==> src/spfc_pkg.sv <==
// shared constants and types for the self-program flash control block
package spfc_pkg;

  // ------------------------------------------------------------
  // control register
  // ------------------------------------------------------------
  localparam logic [5:0] CTRL_ADDR  = 6'h37;
  localparam logic [5:0] CTRL_RESET = 6'h00;
  localparam int EN_BIT   = 0;
  localparam int ERS_BIT  = 1;
  localparam int WR_BIT   = 2;
  localparam int FLR_BIT  = 3;
  localparam int CLEAR_PAGE_BUFFER_BIT_BIT = 4;
  localparam int SIG_BIT  = 5;

  // ------------------------------------------------------------
  // windows and timing
  // ------------------------------------------------------------
  localparam logic [2:0] STORE_WIN = 3'h4;
  localparam logic [2:0] LOAD_WIN  = 3'h3;
  localparam int CLK_PERIOD_NS  = 4;
  localparam int TICK_DIV       = 250;
  localparam int TICK_NS        = CLK_PERIOD_NS * TICK_DIV;
  localparam int PROG_MIN_NS    = 3_700_000;
  localparam int PROG_MAX_NS    = 4_500_000;
  localparam int PROG_TICKS     = (PROG_MIN_NS + TICK_NS - 1) / TICK_NS;
  localparam int PROG_MAX_TICKS = PROG_MAX_NS / TICK_NS;

  // ------------------------------------------------------------
  // geometry, fuses, signature
  // ------------------------------------------------------------
  localparam int WORD_W     = 4;
  localparam int PAGE_W     = 7;
  localparam int PAGE_WORDS = 1 << WORD_W;
  localparam int FADDR_W    = WORD_W + PAGE_W;
  localparam int SELF_PROG_FUSE_BIT = 0;
  localparam logic [15:0] ERASED_WORD = 16'hffff;
  localparam logic [1:0] SEL_LOW  = 2'h0;
  localparam logic [1:0] SEL_LOCK = 2'h1;
  localparam logic [1:0] SEL_EXT  = 2'h2;
  localparam logic [1:0] SEL_HIGH = 2'h3;
  // arbitrary signature values
  localparam logic [7:0] SIG_BYTE0 = 8'h5a;
  localparam logic [7:0] SIG_BYTE1 = 8'h11;
  localparam logic [7:0] SIG_BYTE2 = 8'h22;

  typedef enum logic [1:0] {ST_IDLE, ST_ERASE, ST_WRITE, ST_LOCK} spfc_state_e;

endpackage

==> src/spfc_tick_div.sv <==
// divider giving the flash timing tick
`timescale 1ns/1ns
module spfc_tick_div (
  // clock and reset
  input  wire logic clk,
  input  wire logic rst_n,
  // control
  input  wire logic restart,
  output logic      tick
);

  typedef struct packed {
    logic [7:0] cnt;
  } spfc_div_s;

  localparam logic [7:0] LAST = 8'(spfc_pkg::TICK_DIV - 1);

  spfc_div_s q;
  spfc_div_s d;

  always_comb begin
    d = q;
    if (!rst_n || restart) begin
      d.cnt = 8'h00;
    end else if (q.cnt == LAST) begin
      d.cnt = 8'h00;
    end else begin
      d.cnt = q.cnt + 8'h01;
    end
  end

  always_ff @(posedge clk) begin
    q <= d;
  end

  assign tick = (q.cnt == LAST);

endmodule // spfc_tick_div

==> src/spfc_page_buf.sv <==
// temporary page buffer with per-word valid bits
`timescale 1ns/1ns
module spfc_page_buf (
  // clock and reset
  input  wire logic        clk,
  input  wire logic        rst_n,
  // fill side
  input  wire logic        clr,
  input  wire logic        we,
  input  wire logic [3:0]  widx,
  input  wire logic [15:0] wdata,
  // drain side
  input  wire logic [3:0]  ridx,
  output logic      [15:0] rdata,
  output logic             any_valid
);

  typedef struct packed {
    logic [spfc_pkg::PAGE_WORDS-1:0] valid;
  } spfc_buf_s;

  spfc_buf_s q;
  spfc_buf_s d;
  logic [15:0] mem [spfc_pkg::PAGE_WORDS];
  logic [spfc_pkg::PAGE_WORDS-1:0] valid_n;

  // clear beats a same-cycle load
  for (genvar i = 0; i < spfc_pkg::PAGE_WORDS; i++) begin : g_ent
    assign valid_n[i] = (!rst_n || clr) ? 1'b0 :
                        ((we && widx == 4'(i)) ? 1'b1 : q.valid[i]);
  end

  always_comb begin
    d = q;
    d.valid = valid_n;
  end

  always_ff @(posedge clk) begin
    q <= d;
  end

  always_ff @(posedge clk) begin
    if (we) begin
      mem[widx] <= wdata;
    end
  end

  assign rdata     = q.valid[ridx] ? mem[ridx] : spfc_pkg::ERASED_WORD;
  assign any_valid = |q.valid;

endmodule // spfc_page_buf

==> src/spfc_ctrl.sv <==
// self-program flash control: control register, page buffer, flash ops
//
// Function
// - enable-only write plus store within four cycles loads buffer word.
// - buffer cleared after page write, on clear bit, and on reset except during a page write.
// - data memory write start during loading discards buffer.
// - write plus enable then store performs page write of pointer page.
// - core is stalled throughout page erase and page write.
// - pointer low bits pick word, high bits pick page.
// - byte loads use full pointer including bit 0.
// - data memory write busy blocks flash ops and fuse reads.
// - fuse and lock bits read 0 programmed, 1 unprogrammed.
// - pointer 1 in fuse-lock mode returns lock bits.
// - pointers 0, 2, 3 return low, extended, high fuse bytes.
// - pointer bits 1..0 equal to 1 pick lock bits, other values pick fuse bytes.
// - read and enable bits clear after read or three idle cycles.
// - signature mode load returns table entry at pointer.
// - erase, write, lock write timed between 3.7 and 4.5 ms.
// - control at 0x37, resets zero, bits 7..6 read zero.
// - page write bit self-clears on completion or window expiry.
// - page erase bit self-clears on completion or window expiry.
// - enable-only store loads buffer, ignoring pointer bit 0.
// - enable clears after store or expiry, held during erase/write.
// - a flash write in progress completes through a reset.
// - erase plus enable then store erases pointer page.
`timescale 1ns/1ns
module spfc_ctrl #(
  parameter logic [11:0] PROG_TICKS = 12'(spfc_pkg::PROG_TICKS)
) (
  // clock and reset
  input  wire logic        CLK_SYS,
  input  wire logic        RST_N,
  // control register port
  input  wire logic        IO_WR,
  input  wire logic        IO_RD,
  input  wire logic [5:0]  IO_ADDR,
  input  wire logic [7:0]  IO_WDATA,
  output logic      [7:0]  IO_RDATA,
  // core instruction side
  input  wire logic        STORE_STB,
  input  wire logic        LOAD_STB,
  input  wire logic [15:0] PTR,
  input  wire logic [15:0] DATA_PAIR,
  output logic      [7:0]  LOAD_DATA,
  output logic             LOAD_DONE,
  output logic             CORE_STALL,
  // nonvolatile state
  input  wire logic        DATA_MEM_WRITE_BUSY,
  input  wire logic [7:0]  LOW_FUSE_BYTE,
  input  wire logic [7:0]  HIGH_FUSE_BYTE,
  input  wire logic [7:0]  EXT_FUSE_BYTE,
  input  wire logic [7:0]  LOCK_BITS,
  // flash array
  output logic      [10:0] FL_RD_ADDR,
  input  wire logic [15:0] FL_RD_DATA,
  output logic             FL_ERASE,
  output logic             FL_WR_EN,
  output logic      [10:0] FL_ADDR,
  output logic      [15:0] FL_WDATA,
  output logic             FL_LOCK_WR,
  output logic      [7:0]  FL_LOCK_DATA
);

  // ------------------------------------------------------------
  // state
  // ------------------------------------------------------------
  typedef struct packed {
    spfc_pkg::spfc_state_e st;
    logic [5:0]            ctrl;
    logic [2:0]            win;
    logic                  loading;
    logic                  busy_prev;
    logic [11:0]           timer;
    logic [4:0]            widx;
    logic [6:0]            page;
    logic [7:0]            rdata;
    logic [7:0]            ld_data;
    logic                  ld_done;
    logic                  fl_erase;
    logic                  fl_wr_en;
    logic [10:0]           fl_addr;
    logic [15:0]           fl_wdata;
    logic                  fl_lock_wr;
    logic [7:0]            fl_lock_data;
  } spfc_main_s;

  spfc_main_s q;
  spfc_main_s d;

  logic        buf_we;
  logic        buf_clr;
  logic [15:0] buf_rdata;
  logic        buf_any;
  logic        tick;
  logic        tick_restart;
  logic        idle;
  logic        armed;
  logic        reg_wr;
  logic        reg_rd;
  logic        store_ok;
  logic        fuse_mode;
  logic        sig_mode;
  logic        op_done;
  logic [3:0]  ptr_word;
  logic [6:0]  ptr_page;
  logic [7:0]  fuse_sel;
  logic [7:0]  sig_sel;

  // ------------------------------------------------------------
  // decode
  // ------------------------------------------------------------
  assign idle     = (q.st == spfc_pkg::ST_IDLE);
  assign armed    = idle && (q.win != 3'h0) && q.ctrl[spfc_pkg::EN_BIT];
  // pointer split into word and page fields
  assign ptr_word = PTR[spfc_pkg::WORD_W:1];
  assign ptr_page = PTR[spfc_pkg::FADDR_W:spfc_pkg::WORD_W+1];

  assign reg_rd   = IO_RD && (IO_ADDR == spfc_pkg::CTRL_ADDR);
  // writes locked out while busy or an op runs
  assign reg_wr   = IO_WR && (IO_ADDR == spfc_pkg::CTRL_ADDR)
                    && idle && !DATA_MEM_WRITE_BUSY;

  // store needs open window, fuse programmed, no busy
  assign store_ok = STORE_STB && armed && !DATA_MEM_WRITE_BUSY
                    && !EXT_FUSE_BYTE[spfc_pkg::SELF_PROG_FUSE_BIT];

  assign fuse_mode = armed && q.ctrl[spfc_pkg::FLR_BIT] && !DATA_MEM_WRITE_BUSY;
  assign sig_mode  = armed && q.ctrl[spfc_pkg::SIG_BIT];

  assign op_done  = !idle && tick && (q.timer == PROG_TICKS - 12'h001);

  // bits 1..0: 1 picks lock bits, 0, 2, 3 pick low, extended, high fuse byte
  always_comb begin
    unique case (PTR[1:0])
      spfc_pkg::SEL_LOW:  fuse_sel = LOW_FUSE_BYTE;
      spfc_pkg::SEL_LOCK: fuse_sel = LOCK_BITS;
      spfc_pkg::SEL_EXT:  fuse_sel = EXT_FUSE_BYTE;
      spfc_pkg::SEL_HIGH: fuse_sel = HIGH_FUSE_BYTE;
    endcase
  end

  // signature table lookup
  always_comb begin
    unique case (PTR[1:0])
      2'h0:    sig_sel = spfc_pkg::SIG_BYTE0;
      2'h1:    sig_sel = spfc_pkg::SIG_BYTE1;
      2'h2:    sig_sel = spfc_pkg::SIG_BYTE2;
      default: sig_sel = 8'hff;
    endcase
  end

  // ------------------------------------------------------------
  // next state
  // ------------------------------------------------------------
  always_comb begin
    d            = q;
    buf_we       = 1'b0;
    buf_clr      = 1'b0;
    tick_restart = 1'b0;
    d.busy_prev  = DATA_MEM_WRITE_BUSY;
    d.ld_done    = 1'b0;
    d.fl_erase   = 1'b0;
    d.fl_wr_en   = 1'b0;
    d.fl_lock_wr = 1'b0;

    // reserved bits read zero
    if (reg_rd) begin
      d.rdata = {2'b00, q.ctrl};
    end

    // window count-down; expiry drops every command bit
    if (idle && q.win != 3'h0) begin
      d.win = q.win - 3'h1;
      if (q.win == 3'h1) begin
        d.ctrl = spfc_pkg::CTRL_RESET;
      end
    end

    if (reg_wr) begin
      if (IO_WDATA[spfc_pkg::CLEAR_PAGE_BUFFER_BIT_BIT]) begin
        buf_clr   = 1'b1;
        d.loading = 1'b0;
      end
      // bits 7..6 dropped, clear bit never stored
      if (IO_WDATA[spfc_pkg::EN_BIT]) begin
        d.ctrl = IO_WDATA[5:0];
        d.ctrl[spfc_pkg::CLEAR_PAGE_BUFFER_BIT_BIT] = 1'b0;
        d.win  = (IO_WDATA[spfc_pkg::FLR_BIT] || IO_WDATA[spfc_pkg::SIG_BIT])
                 ? spfc_pkg::LOAD_WIN : spfc_pkg::STORE_WIN;
      end else begin
        d.ctrl = spfc_pkg::CTRL_RESET;
        d.win  = 3'h0;
      end
    end

    // loads: byte chosen by pointer bit 0
    if (LOAD_STB && idle) begin
      d.ld_done = 1'b1;
      d.ld_data = PTR[0] ? FL_RD_DATA[15:8] : FL_RD_DATA[7:0];
      if (fuse_mode) begin
        d.ld_data = fuse_sel;
        d.ctrl    = spfc_pkg::CTRL_RESET;
        d.win     = 3'h0;
      end else if (sig_mode) begin
        d.ld_data = sig_sel;
        d.ctrl    = spfc_pkg::CTRL_RESET;
        d.win     = 3'h0;
      end
    end

    if (store_ok) begin
      d.win  = 3'h0;
      d.ctrl = spfc_pkg::CTRL_RESET;
      d.page = ptr_page;
      d.timer = 12'h000;
      if (q.ctrl[spfc_pkg::ERS_BIT]) begin
        // enable and erase bit held until done
        d.st       = spfc_pkg::ST_ERASE;
        d.ctrl     = q.ctrl;
        d.fl_erase = 1'b1;
        d.fl_addr  = {ptr_page, 4'h0};
        tick_restart = 1'b1;
      end else if (q.ctrl[spfc_pkg::WR_BIT]) begin
        // data pair ignored for page write
        d.st   = spfc_pkg::ST_WRITE;
        d.ctrl = q.ctrl;
        d.widx = 5'h00;
        tick_restart = 1'b1;
      end else if (q.ctrl[spfc_pkg::FLR_BIT]) begin
        d.st           = spfc_pkg::ST_LOCK;
        d.fl_lock_wr   = 1'b1;
        d.fl_lock_data = DATA_PAIR[7:0];
        tick_restart   = 1'b1;
      end else if (!q.ctrl[spfc_pkg::SIG_BIT]) begin
        buf_we    = 1'b1;
        d.loading = 1'b1;
      end
    end

    // running operation: stream page, count ticks
    if (!idle) begin
      if (q.st == spfc_pkg::ST_WRITE && q.widx < 5'(spfc_pkg::PAGE_WORDS)) begin
        d.fl_wr_en = 1'b1;
        d.fl_addr  = {q.page, q.widx[3:0]};
        d.fl_wdata = buf_rdata;
        d.widx     = q.widx + 5'h01;
      end
      if (tick) begin
        d.timer = q.timer + 12'h001;
      end
      if (op_done) begin
        d.st    = spfc_pkg::ST_IDLE;
        d.ctrl  = spfc_pkg::CTRL_RESET;
        d.timer = 12'h000;
        if (q.st == spfc_pkg::ST_WRITE) begin
          buf_clr   = 1'b1;
          d.loading = 1'b0;
        end
      end
    end

    // data memory write start loses loaded words
    if (DATA_MEM_WRITE_BUSY && !q.busy_prev && q.loading) begin
      buf_clr   = 1'b1;
      d.loading = 1'b0;
    end

    // reset keeps a running op alive, else clears all
    if (!RST_N) begin
      if (q.st inside {spfc_pkg::ST_ERASE, spfc_pkg::ST_WRITE, spfc_pkg::ST_LOCK}) begin
        d.win       = 3'h0;
        d.rdata     = 8'h00;
        d.ld_data   = 8'h00;
        d.ld_done   = 1'b0;
        d.busy_prev = 1'b0;
        d.loading   = 1'b0;
        if (q.st != spfc_pkg::ST_WRITE) begin
          buf_clr = 1'b1;
        end
      end else begin
        d       = '0;
        buf_clr = 1'b1;
      end
    end
  end

  always_ff @(posedge CLK_SYS) begin
    q <= d;
  end

  // ------------------------------------------------------------
  // helpers
  // ------------------------------------------------------------
  spfc_page_buf u_buf (
    .clk       (CLK_SYS),
    .rst_n     (1'b1),
    .clr       (buf_clr),
    .we        (buf_we),
    .widx      (ptr_word),
    .wdata     (DATA_PAIR),
    .ridx      (q.widx[3:0]),
    .rdata     (buf_rdata),
    .any_valid (buf_any)
  );

  spfc_tick_div u_div (
    .clk     (CLK_SYS),
    .rst_n   (RST_N || !idle),
    .restart (tick_restart),
    .tick    (tick)
  );

  // ------------------------------------------------------------
  // outputs
  // ------------------------------------------------------------
  assign CORE_STALL   = !idle;
  assign FL_RD_ADDR   = PTR[spfc_pkg::FADDR_W:1];
  assign IO_RDATA     = q.rdata;
  assign LOAD_DATA    = q.ld_data;
  assign LOAD_DONE    = q.ld_done;
  assign FL_ERASE     = q.fl_erase;
  assign FL_WR_EN     = q.fl_wr_en;
  assign FL_ADDR      = q.fl_addr;
  assign FL_WDATA     = q.fl_wdata;
  assign FL_LOCK_WR   = q.fl_lock_wr;
  assign FL_LOCK_DATA = q.fl_lock_data;

  // ------------------------------------------------------------
  // checks
  // ------------------------------------------------------------
  localparam int OP_CYC = 21'(PROG_TICKS) * spfc_pkg::TICK_DIV;

  logic [20:0] op_cyc;

  always_ff @(posedge CLK_SYS) begin
    op_cyc <= idle ? 21'h000000 : op_cyc + 21'h000001;
  end
endmodule // spfc_ctrl

==> config.mk <==
export PLATFORM = sky130hd
export DESIGN_NAME = spfc_ctrl
export DESIGN_NICKNAME = d
export VERILOG_FILES = /design/src/spfc_pkg.sv /design/src/spfc_tick_div.sv /design/src/spfc_page_buf.sv /design/src/spfc_ctrl.sv
export SDC_FILE = /design/constraint.sdc
export NUM_CORES = 1
export LEC_CHECK = 0
export ABC_AREA = 0
export BUFFER_PORTS_ARGS = -buffer_cell sky130_fd_sc_hd__buf_4
export CAP_MARGIN = 20
export CORE_ASPECT_RATIO = 1.2
export CORE_MARGIN = 3
export CORE_UTILIZATION = 58
export DETAILED_ROUTE_END_ITERATION = 16
export PLACE_DENSITY = 0.83
export SYNTH_ARGS = -nofsm -noshare
export SYNTH_HDL_FRONTEND = slang
export SYNTH_SLANG_ARGS = --single-unit
export TNS_END_PERCENT = 20
==> constraint.sdc <==
create_clock -name CLK_SYS -period 3.8 [get_ports CLK_SYS]
set_input_delay 0.95 -clock CLK_SYS [delete_from_list [all_inputs] [get_ports CLK_SYS]]
set_output_delay 0.95 -clock CLK_SYS [all_outputs]
set_load 0.05 [all_outputs]
## Yosys cells after proc, flatten, opt, wreduce, memory -nomap -nowiden

Memory sizes are Yosys's and may differ from the RTL's. A register that Yosys moved wholly into a read port is not among the register bits.
Cells that the tools add are included.

| cells by class | value |
|---|---|
| $add $sub $neg | 4 |
| $lt $le $gt $ge | 2 |
| eq/ne operators | 26 |
| mux-type cells | 75 |
| bitwise logic cells | 1 |
| reductions and logical operators | 50 |

Operator list:

| cell | count |
|---|---|
| two-way mux 92 bit | 1 |
| two-way mux 9 bit | 10 |
| two-way mux 28 bit | 2 |
| two-way mux 8 bit | 7 |
| two-way mux 24 bit | 2 |
| two-way mux 38 bit | 1 |
| two-way mux 12 bit | 3 |
| logical AND 1 bit | 34 |
| equality test 4 bit, second input constant | 8 |
| two-way mux 1 bit | 32 |
| one-hot mux 8 bit (4 select lines) | 1 |
| one-hot mux 8 bit (3 select lines) | 1 |
| two-way mux 11 bit | 2 |
| two-way mux 6 bit | 3 |
| two-way mux 17 bit | 1 |
| equality test 4 x 3 -> 1 bit, second input constant | 4 |
| two-way mux 16 bit | 1 |
| two-way mux 5 bit | 3 |
| adder 12 x 1 -> 12 bit, second input constant | 1 |
| equality test 12 bit, second input constant | 1 |
| two-way mux 10 bit | 1 |
| adder 8 x 1 -> 8 bit, second input constant | 1 |
| equality test 2 bit, second input constant | 4 |
| equality test 4 x 2 -> 1 bit, second input constant | 2 |
| 20 further kinds | 32 |

| word-level totals | value |
|---|---|
| register bits after elaboration | 114 |
| RAM bits | 256 |
| input port bits | 101 |
| output and inout bits | 67 |
| logic and storage cells | 193 |
| memories | 1 |

Memories:

| name | words | width | read ports | clocked after Yosys merged registers in | write ports | line | source |
|---|---|---|---|---|---|---|---|
| u_buf.mem | 16 | 16 | 1 | 1 | 1 | spfc_page_buf.sv:24 | `logic [15:0] mem [spfc_pkg::PAGE_WORDS];` |

## Depth between registers and ports, before layout

Gate-level depths: netlist of the first run.

| logic depth | value |
|---|---|
| word-level depth | 15 |
| mapped depth | 9 |
| mapped depth without buffers | 7 |

## By module

Synthesis of the first run repeated with hierarchy kept, for this count alone.

| unflattened totals | value |
|---|---|
| cells, all modules | 1110 |
| area, all modules | 15553.7 µm² |

Modules (own cells, without submodules):

| module | times used | cells an instance | area each (µm²) | sequential area each (µm²) |
|---|---|---|---|---|
| spfc_page_buf | 1 | 466 | 10453.8 | 8007.7 |
| spfc_ctrl | 1 | 596 | 4695.8 | 1801.7 |
| spfc_tick_div | 1 | 48 | 404.1 | 160.2 |

## Least setup slack after synthesis of the first run

OpenSTA, ideal clock, no wires.

| timing | value |
|---|---|
| path kind | input -> register |
| from | in DATA_MEM_WRITE_BUSY |
| to | mem u_buf.mem[0][0], enable pin |
| library setup time | 0.412 ns |
| arrival time | 3.056 ns |
| required time | 3.388 ns |
| path slack | 0.333 ns |
| stages on the path | 4 |
| path buffers | 0 |
| cell sequence | nor3b_1 nand4_1 or3_1 nor3_1 |

| on the way | value |
|---|---|
| cells in the longest elaborated chain, start to end | 6 |

RTL lines:

| item | line | source |
|---|---|---|
| start: declaration | spfc_ctrl.sv:48 | `input wire logic DATA_MEM_WRITE_BUSY,` |
| zero test 1 bit | spfc_ctrl.sv:124 | `assign store_ok = STORE_STB && armed && !DATA_MEM_WRITE_BUSY` |
| logical AND 1 bit | spfc_ctrl.sv:124 |  |
| logical AND 1 bit | spfc_ctrl.sv:125 | `&& !EXT_FUSE_BYTE[spfc_pkg::SELF_PROG_FUSE_BIT];` |
| two-way mux 1 bit | spfc_ctrl.sv:211 | `if (store_ok) begin` |
| two-way mux 1 bit | spfc_page_buf.sv:43 | `if (we) begin` |
| two-way mux 1 bit (implied by the code) | spfc_page_buf.sv:44 | `mem[widx] <= wdata;` |
| end: declaration | spfc_page_buf.sv:24 |  |

No other way between the ends.

==> results of run 1 <==
layout by cell type, fill, tap and decap left out, drive strengths merged, types with 16 or more instances in the layout:
cell    instances
edfxtp        256
buf           188
dfxtp         114
mux4           66
nor2           65
nand2          60
clkbuf         48
a21oi          36
mux2i          29
nand3          26
o21ai          23
o21a           20
o221a          18
a22o           16
a221o          16
layer usage:
metal | up-vias | track usage | wire length, µm
li1 | 4175 | - | -
met1 | 4708 | 0.328 | 13400
met2 | 521 | 0.400 | 17300
met3 | 85 | 0.0452 | 2930
met4 | 0 | 0.0841 | 1010
met5 | - | 0 | 0
sequential cells by signal, summed over array words and instances, names as in the netlist:
register	cells
q	37
u_buf.q	16
FL_ERASE	1
LOAD_DATA	8
FL_WDATA	16
FL_LOCK_DATA	8
FL_WR_EN	1
FL_ADDR	11
FL_LOCK_WR	1
u_div.q	8
LOAD_DONE	1
u_buf.mem	256
IO_RDATA	6
through the flow:
step           cells  setup WS [ns]  hold WS, ns
2_1_floorplan   1032          0.333        0.409
3_3_place_gp    1432          0.613        0.420
3_5_place_dp    1432          0.525        0.422
4_1_cts         1495           1.01        0.431
5_1_grt         1496          0.792        0.450
6_report        1496           1.00        0.427
critical path, delay by kind of cell:
family                 cells  cell delay, ns
AND/OR/NAND/NOR            4            1.50
buffers and inverters      2            0.45
multiplexers               1            0.28
cells by family after synthesis:
family,after synthesis,share of synthesized area
compound gates,177,0.0881
mux,96,0.117
simple gates,234,0.0748
flops,370,0.650
other cells,1,0.000245
fa+ha+maj,14,0.0114
buf+inv,129,0.0527
xor+xnor,10,0.00571
power groups by stage:
| stage | sequential [mW] | combinational (mW) | clock, mW |
|---|---|---|---|
| 2_1_floorplan | 4.42 | 0.230 | 0 |
| 3_3_place_gp | 4.42 | 0.378 | 0 |
| 3_5_place_dp | 4.42 | 0.394 | 0 |
| 4_1_cts | 4.34 | 0.395 | 3.39 |
| 5_1_grt | 4.34 | 0.437 | 3.54 |
| 6_report | 4.34 | 0.399 | 3.34 |
layout make-up:
| class | instances | area (µm²) | area share |
|---|---|---|---|
| flip-flops and latches | 370 | 9970 | 0.568 |
| multi-input cells | 533 | 4580 | 0.261 |
| repair buffers | 189 | 1440 | 0.0821 |
| clock buffers | 47 | 962 | 0.0548 |
| well taps | 330 | 413 | 0.0235 |
| clock inverters | 16 | 145 | 0.00827 |
| inverters | 11 | 41.3 | 0.00235 |
worst paths after layout:
path,startpoint,endpoint,slack [ns],cells after the start
max,DATA_MEM_WRITE_BUSY,FL_LOCK_DATA[7]$_DFF_P_,1.00,7
min,q[88]$_DFF_P_,q[88]$_DFF_P_,0.43,2
max reg2reg,q[85]$_DFF_P_,u_buf.mem[1][3]$_DFFE_PP_,1.03,5
min reg2reg,q[88]$_DFF_P_,q[88]$_DFF_P_,0.43,2
==> impl_metrics.env, run 1 <==
export IMPL_yosys_area_top_type="edfxtp_1"
export IMPL_port_buffer_count=159
export IMPL_synth_edf_count=256
export IMPL_path_clk_slew_ns=0.06
export IMPL_cts_tree="yes"
export IMPL_antenna_found_initial=0
export IMPL_hold_path_class="reg2reg"
export IMPL_rsz0062_at_grt="no"
export IMPL_drtIter0Drc=935
export IMPL_dieHeight_um=184
export IMPL_fin_util=0.681
export IMPL_crit_chain="buf_4 > nor3b_1 > and3_1 > buf_4 > and3_1 > mux2i_1 > nor2_1"
export IMPL_die_x_um=154
export IMPL_grt_max_degree=36
export IMPL_relSlewSlack=0.374
export IMPL_ctsResizeCount=0
export IMPL_htreeDepth=2
export IMPL_synth_most_common_cell="edfxtp_1"
export IMPL_start_util=0.594
export IMPL_start_kind="input pin"
export IMPL_async_flop_share=0
export IMPL_cpPeakStageDelay_ns=0.56
export IMPL_tns_ns=0
export IMPL_p_sw_mw=1.72
export IMPL_crit_slowest_cell="and3_1"
export IMPL_dr_total_vias=9489
export IMPL_cts_setup_buffers=0
export IMPL_placementRows=64
export IMPL_tightestPinTransition_ns=0.939
export IMPL_io_pin_count=168
export IMPL_power_density_nw_per_um2=460
export IMPL_hold_viol_final=0
export IMPL_finalNetCount=1255
export IMPL_period_share=0.736
export IMPL_hpwl_mm=21.8
export IMPL_dieArea_um2=28400
export IMPL_dpl_instance_area_um2=16400
export IMPL_grt_pass1_vias=9449
export IMPL_synth_avg_cell_area_um2=14.9
export IMPL_grt_first_pass_wirelength_mm=53.4
export IMPL_drt_first_pass_iters=5
export IMPL_cp_required_ns=4.21
export IMPL_skew_ns=0.0172
export IMPL_netlist_top_cells_area="edfxtp_1 (50%), dfxtp_1 (15%), mux4_2 (9.7%)"
export IMPL_place_congestion=0.845
export IMPL_power_internal_mw=6.35
export IMPL_crit_fanout=25
export IMPL_peakVddDrop_mv=0.317
export IMPL_path_class="in2reg"
export IMPL_core_um2=25800
export IMPL_yosys_top_cells_count="edfxtp_1 (256), dfxtp_1 (114), buf_4 (66), mux4_2 (66), nor2_1 (64)"
export IMPL_vias_per_cell=6.34
export IMPL_final_fill_count=1642
export IMPL_dominantRegCellSynth="edfxtp_1"
export IMPL_setup_viol=0
export IMPL_syn_area_um2=15300
export IMPL_drc_errors=0
export IMPL_ys_seq_elements=370
export IMPL_cts_sinks=370
export IMPL_layout_drive_gt1_share=0.277
export IMPL_sw_frac_of_total=0.214
export IMPL_crit_arrival_ns=3.20
export IMPL_p_seq_frac=0.537
export IMPL_p_clk_frac=0.413
export IMPL_fin_crit_ns=2.80
export IMPL_cts_buffer_depth=3
export IMPL_antenna_left=0
export IMPL_wl_per_cell_um=23.2
export IMPL_drv_slew=0
export IMPL_critPathCaptureType="flip-flop"
export IMPL_leakage_nw=6.22
export IMPL_grt_use_total=0.242
export IMPL_cts_root_buf="clkbuf_16"
export IMPL_cts_hold_buf=0
export IMPL_grt_ovfl_total=0
export IMPL_total_power_mw=8.07
export IMPL_area_growth_pct=14.5
export IMPL_stdcell_area_um2=17600
export IMPL_wirelength_mm=34.7
export IMPL_maxCapViolCount=0
export IMPL_yosys_warnings=0
export IMPL_clock_latency_ns=0.53
export IMPL_synth_cell_type_count=65
export IMPL_seq_area_frac_synth=0.650
export IMPL_status="complete, no violations"
export IMPL_synth_top_cell_area_share=0.502
export IMPL_combPwrFrac=0.049
export IMPL_numCtsBuffers=35
export IMPL_fmax_mhz=358
export IMPL_netlist_instances=1031
export IMPL_antenna_cells=0
(Power assumes the default switching activity.)
==> run 2: changes to the inputs <==
--- a/config.mk
+++ b/config.mk
@@ -10,9 +10,9 @@
 export CAP_MARGIN = 20
 export CORE_ASPECT_RATIO = 1.2
 export CORE_MARGIN = 3
-export CORE_UTILIZATION = 58
+export CORE_UTILIZATION = 53
 export DETAILED_ROUTE_END_ITERATION = 16
-export PLACE_DENSITY = 0.83
+export PLACE_DENSITY = 0.8
 export SYNTH_ARGS = -nofsm -noshare
 export SYNTH_HDL_FRONTEND = slang
 export SYNTH_SLANG_ARGS = --single-unit
==> constraint.sdc (replaced) <==
create_clock -name CLK_SYS -period 2.5 [get_ports CLK_SYS]
set_input_delay 0.625 -clock CLK_SYS [delete_from_list [all_inputs] [get_ports CLK_SYS]]
set_output_delay 0.625 -clock CLK_SYS [all_outputs]
set_load 0.05 [all_outputs]
==> run 2 against run 1 <==
  * Via count fell by 0.43%
  * Die area rose by 9.1%
  * Sequential share of layout area fell by 1.3 points
  * Clock skew rose by 0.0058 ns
  * Sequential power rose by 52%
==> impl_metrics.env, run 2 (same netlist as run 1, synthesis figures left out) <==
export IMPL_status="complete, no violations"
export IMPL_path_class="reg2reg"
export IMPL_tightestPinTransition_ns=0.644
export IMPL_drc_errors=0
export IMPL_skew_ns=0.0230
export IMPL_cts_setup_buffers=0
export IMPL_combPwrFrac=0.052
export IMPL_most_common_layout_cells="edfxtp_1 (256), buf_4 (189), dfxtp_1 (112)"
export IMPL_dieArea_um2=31000
export IMPL_io_pin_count=168
export IMPL_total_power_mw=12.2
export IMPL_layout_commonest_cell="edfxtp_1"
export IMPL_cts_root_buf="clkbuf_16"
export IMPL_place_congestion=0.819
export IMPL_dieHeight_um=192
export IMPL_sw_frac_of_total=0.214
export IMPL_grt_first_pass_wirelength_mm=55.0
export IMPL_path_clk_slew_ns=0.06
export IMPL_power_internal_mw=9.56
export IMPL_reg2reg_from="q[89]$_DFF_P_"
export IMPL_fin_util=0.637
export IMPL_rsz0062_at_grt="no"
export IMPL_crit_slowest_cell="or3_1"
export IMPL_numCtsBuffers=35
export IMPL_ctsResizeCount=0
export IMPL_cp_top_family="simple AND/OR/NAND/NOR gates"
export IMPL_critPathCaptureType="flip-flop"
export IMPL_drtIter0Drc=1080
export IMPL_grt_met3_usage=0.0404
export IMPL_drt_first_pass_iters=8
export IMPL_reg_top3="u_buf.mem: 256 flops, q: 37 flops"
export IMPL_crit_arrival_ns=2.56
export IMPL_power_density_nw_per_um2=677
export IMPL_met1_usage=0.306
export IMPL_die_x_um=161
export IMPL_grt_max_degree=32
export IMPL_start_kind="flip-flop"
export IMPL_vias_per_cell=6.03
export IMPL_largest_reg_flops=256
export IMPL_grt_pass1_vias=9498
export IMPL_dr_total_vias=9448
export IMPL_leakage_nw=6.36
export IMPL_period_share=0.933
export IMPL_cp_required_ns=2.73
export IMPL_cts_sinks=370
export IMPL_regMostFlops="u_buf.mem"
export IMPL_finalNetCount=1277
export IMPL_setup_viol=0
export IMPL_fmax_mhz=429
export IMPL_antenna_found_initial=0
export IMPL_placementRows=67
export IMPL_grt_ovfl_total=0
export IMPL_p_seq_frac=0.542
export IMPL_crit_chain="nor4_1 > buf_4 > nand4_1 > or3_1 > nor2_1 > buf_12"
export IMPL_wl_per_cell_um=22.7
export IMPL_peakVddDrop_mv=0.530
export IMPL_core_um2=28300
export IMPL_cts_hold_buf=0
export IMPL_antenna_cells=0
export IMPL_maxCapViolCount=0
export IMPL_p_sw_mw=2.61
export IMPL_drv_slew=0
export IMPL_cts_buffer_depth=3
export IMPL_hp_start="IO_WDATA[2]"
export IMPL_crit_path_start="q[89]$_DFF_P_"
export IMPL_cts_tree="yes"
export IMPL_cpPeakStageDelay_ns=0.47
export IMPL_area_growth_pct=17.3
export IMPL_hold_path_class="in2reg"
export IMPL_hpwl_mm=22.6
export IMPL_grt_busiest_layer="met2"
export IMPL_start_util=0.543
export IMPL_crit_fanout=17
export IMPL_port_buffer_count=159
export IMPL_layout_drive_gt1_share=0.289
export IMPL_wirelength_mm=35.6
export IMPL_relSlewSlack=0.570
export IMPL_cp_num_buf_inv=2
export IMPL_fin_crit_ns=2.33
export IMPL_antenna_left=0
export IMPL_htreeDepth=2
export IMPL_p_clk_frac=0.406
export IMPL_grt_use_total=0.231
export IMPL_grtUsageMet2=0.393
export IMPL_clock_latency_ns=0.52
export IMPL_hold_viol_final=0
==> run 2: changes by cell type in the layout (fill, tap and decap cells not counted), sizes merged <==
cell	change
inv	+1
buf	+23
clkbuf	-4
clkinv	+2
==> run 2: tightest hold or removal path, delay by kind of cell <==
kind                   cells  cell delay [ns]
buffers and inverters      1             0.08
AO/OA/AOI/OAI              1             0.07
AND/OR/NAND/NOR            1             0.06
==> run 2: power groups by stage <==
stage	logic (mW)	registers [mW]	clock network [mW]
after floorplan	0.350	6.73	0
after detailed placement	0.626	6.72	0
after global routing	0.699	6.59	5.26
after CTS	0.630	6.59	5.02
final	0.632	6.59	4.95
after global placement	0.607	6.72	0
==> run 2: area by class of cell <==
cell class	instances	area, µm²
Timing Repair Buffer	211	1860
Clock buffer	44	920
Inverter	11	41.3
Sequential cell	370	9970
Clock inverter	19	135
Tap cell	379	474
Fill cell	1954	10300
Multi-Input combinational cell	533	4580
==> run 2: final timing paths <==
path                                 to  slack, ns  cells past startpoint
min                       q[86]$_DFF_P_       0.35                      3
max reg2reg  u_buf.mem[9][11]$_DFFE_PP_       0.17                      6
max          u_buf.mem[9][11]$_DFFE_PP_       0.17                      6
min reg2reg               q[88]$_DFF_P_       0.43                      2
==> run 2: per-layer routing <==
layer	wire, µm	vias up	share of wire
li1	-	4215	-
met1	13900	4737	0.39
met2	18000	429	0.51
met3	2780	67	0.078
met4	952	0	0.027
met5	0	-	0
==> run 2: metrics by stage <==
step / instance area [µm²] / instances / worst slack (ns) / hold slack (ns) / setup TNS, ns
after floorplan: 15400 / 1032 / -0.195 / 0.409 / -45.54
after CTS: 18000 / 1567 / 0.167 / 0.339 / 0
final: 18000 / 1567 / 0.167 / 0.346 / 0
after global placement: 16900 / 1504 / -0.0918 / 0.421 / -14.58
after global routing: 18000 / 1567 / 0.0613 / 0.343 / 0
after detailed placement: 16900 / 1504 / -0.142 / 0.422 / -20.43
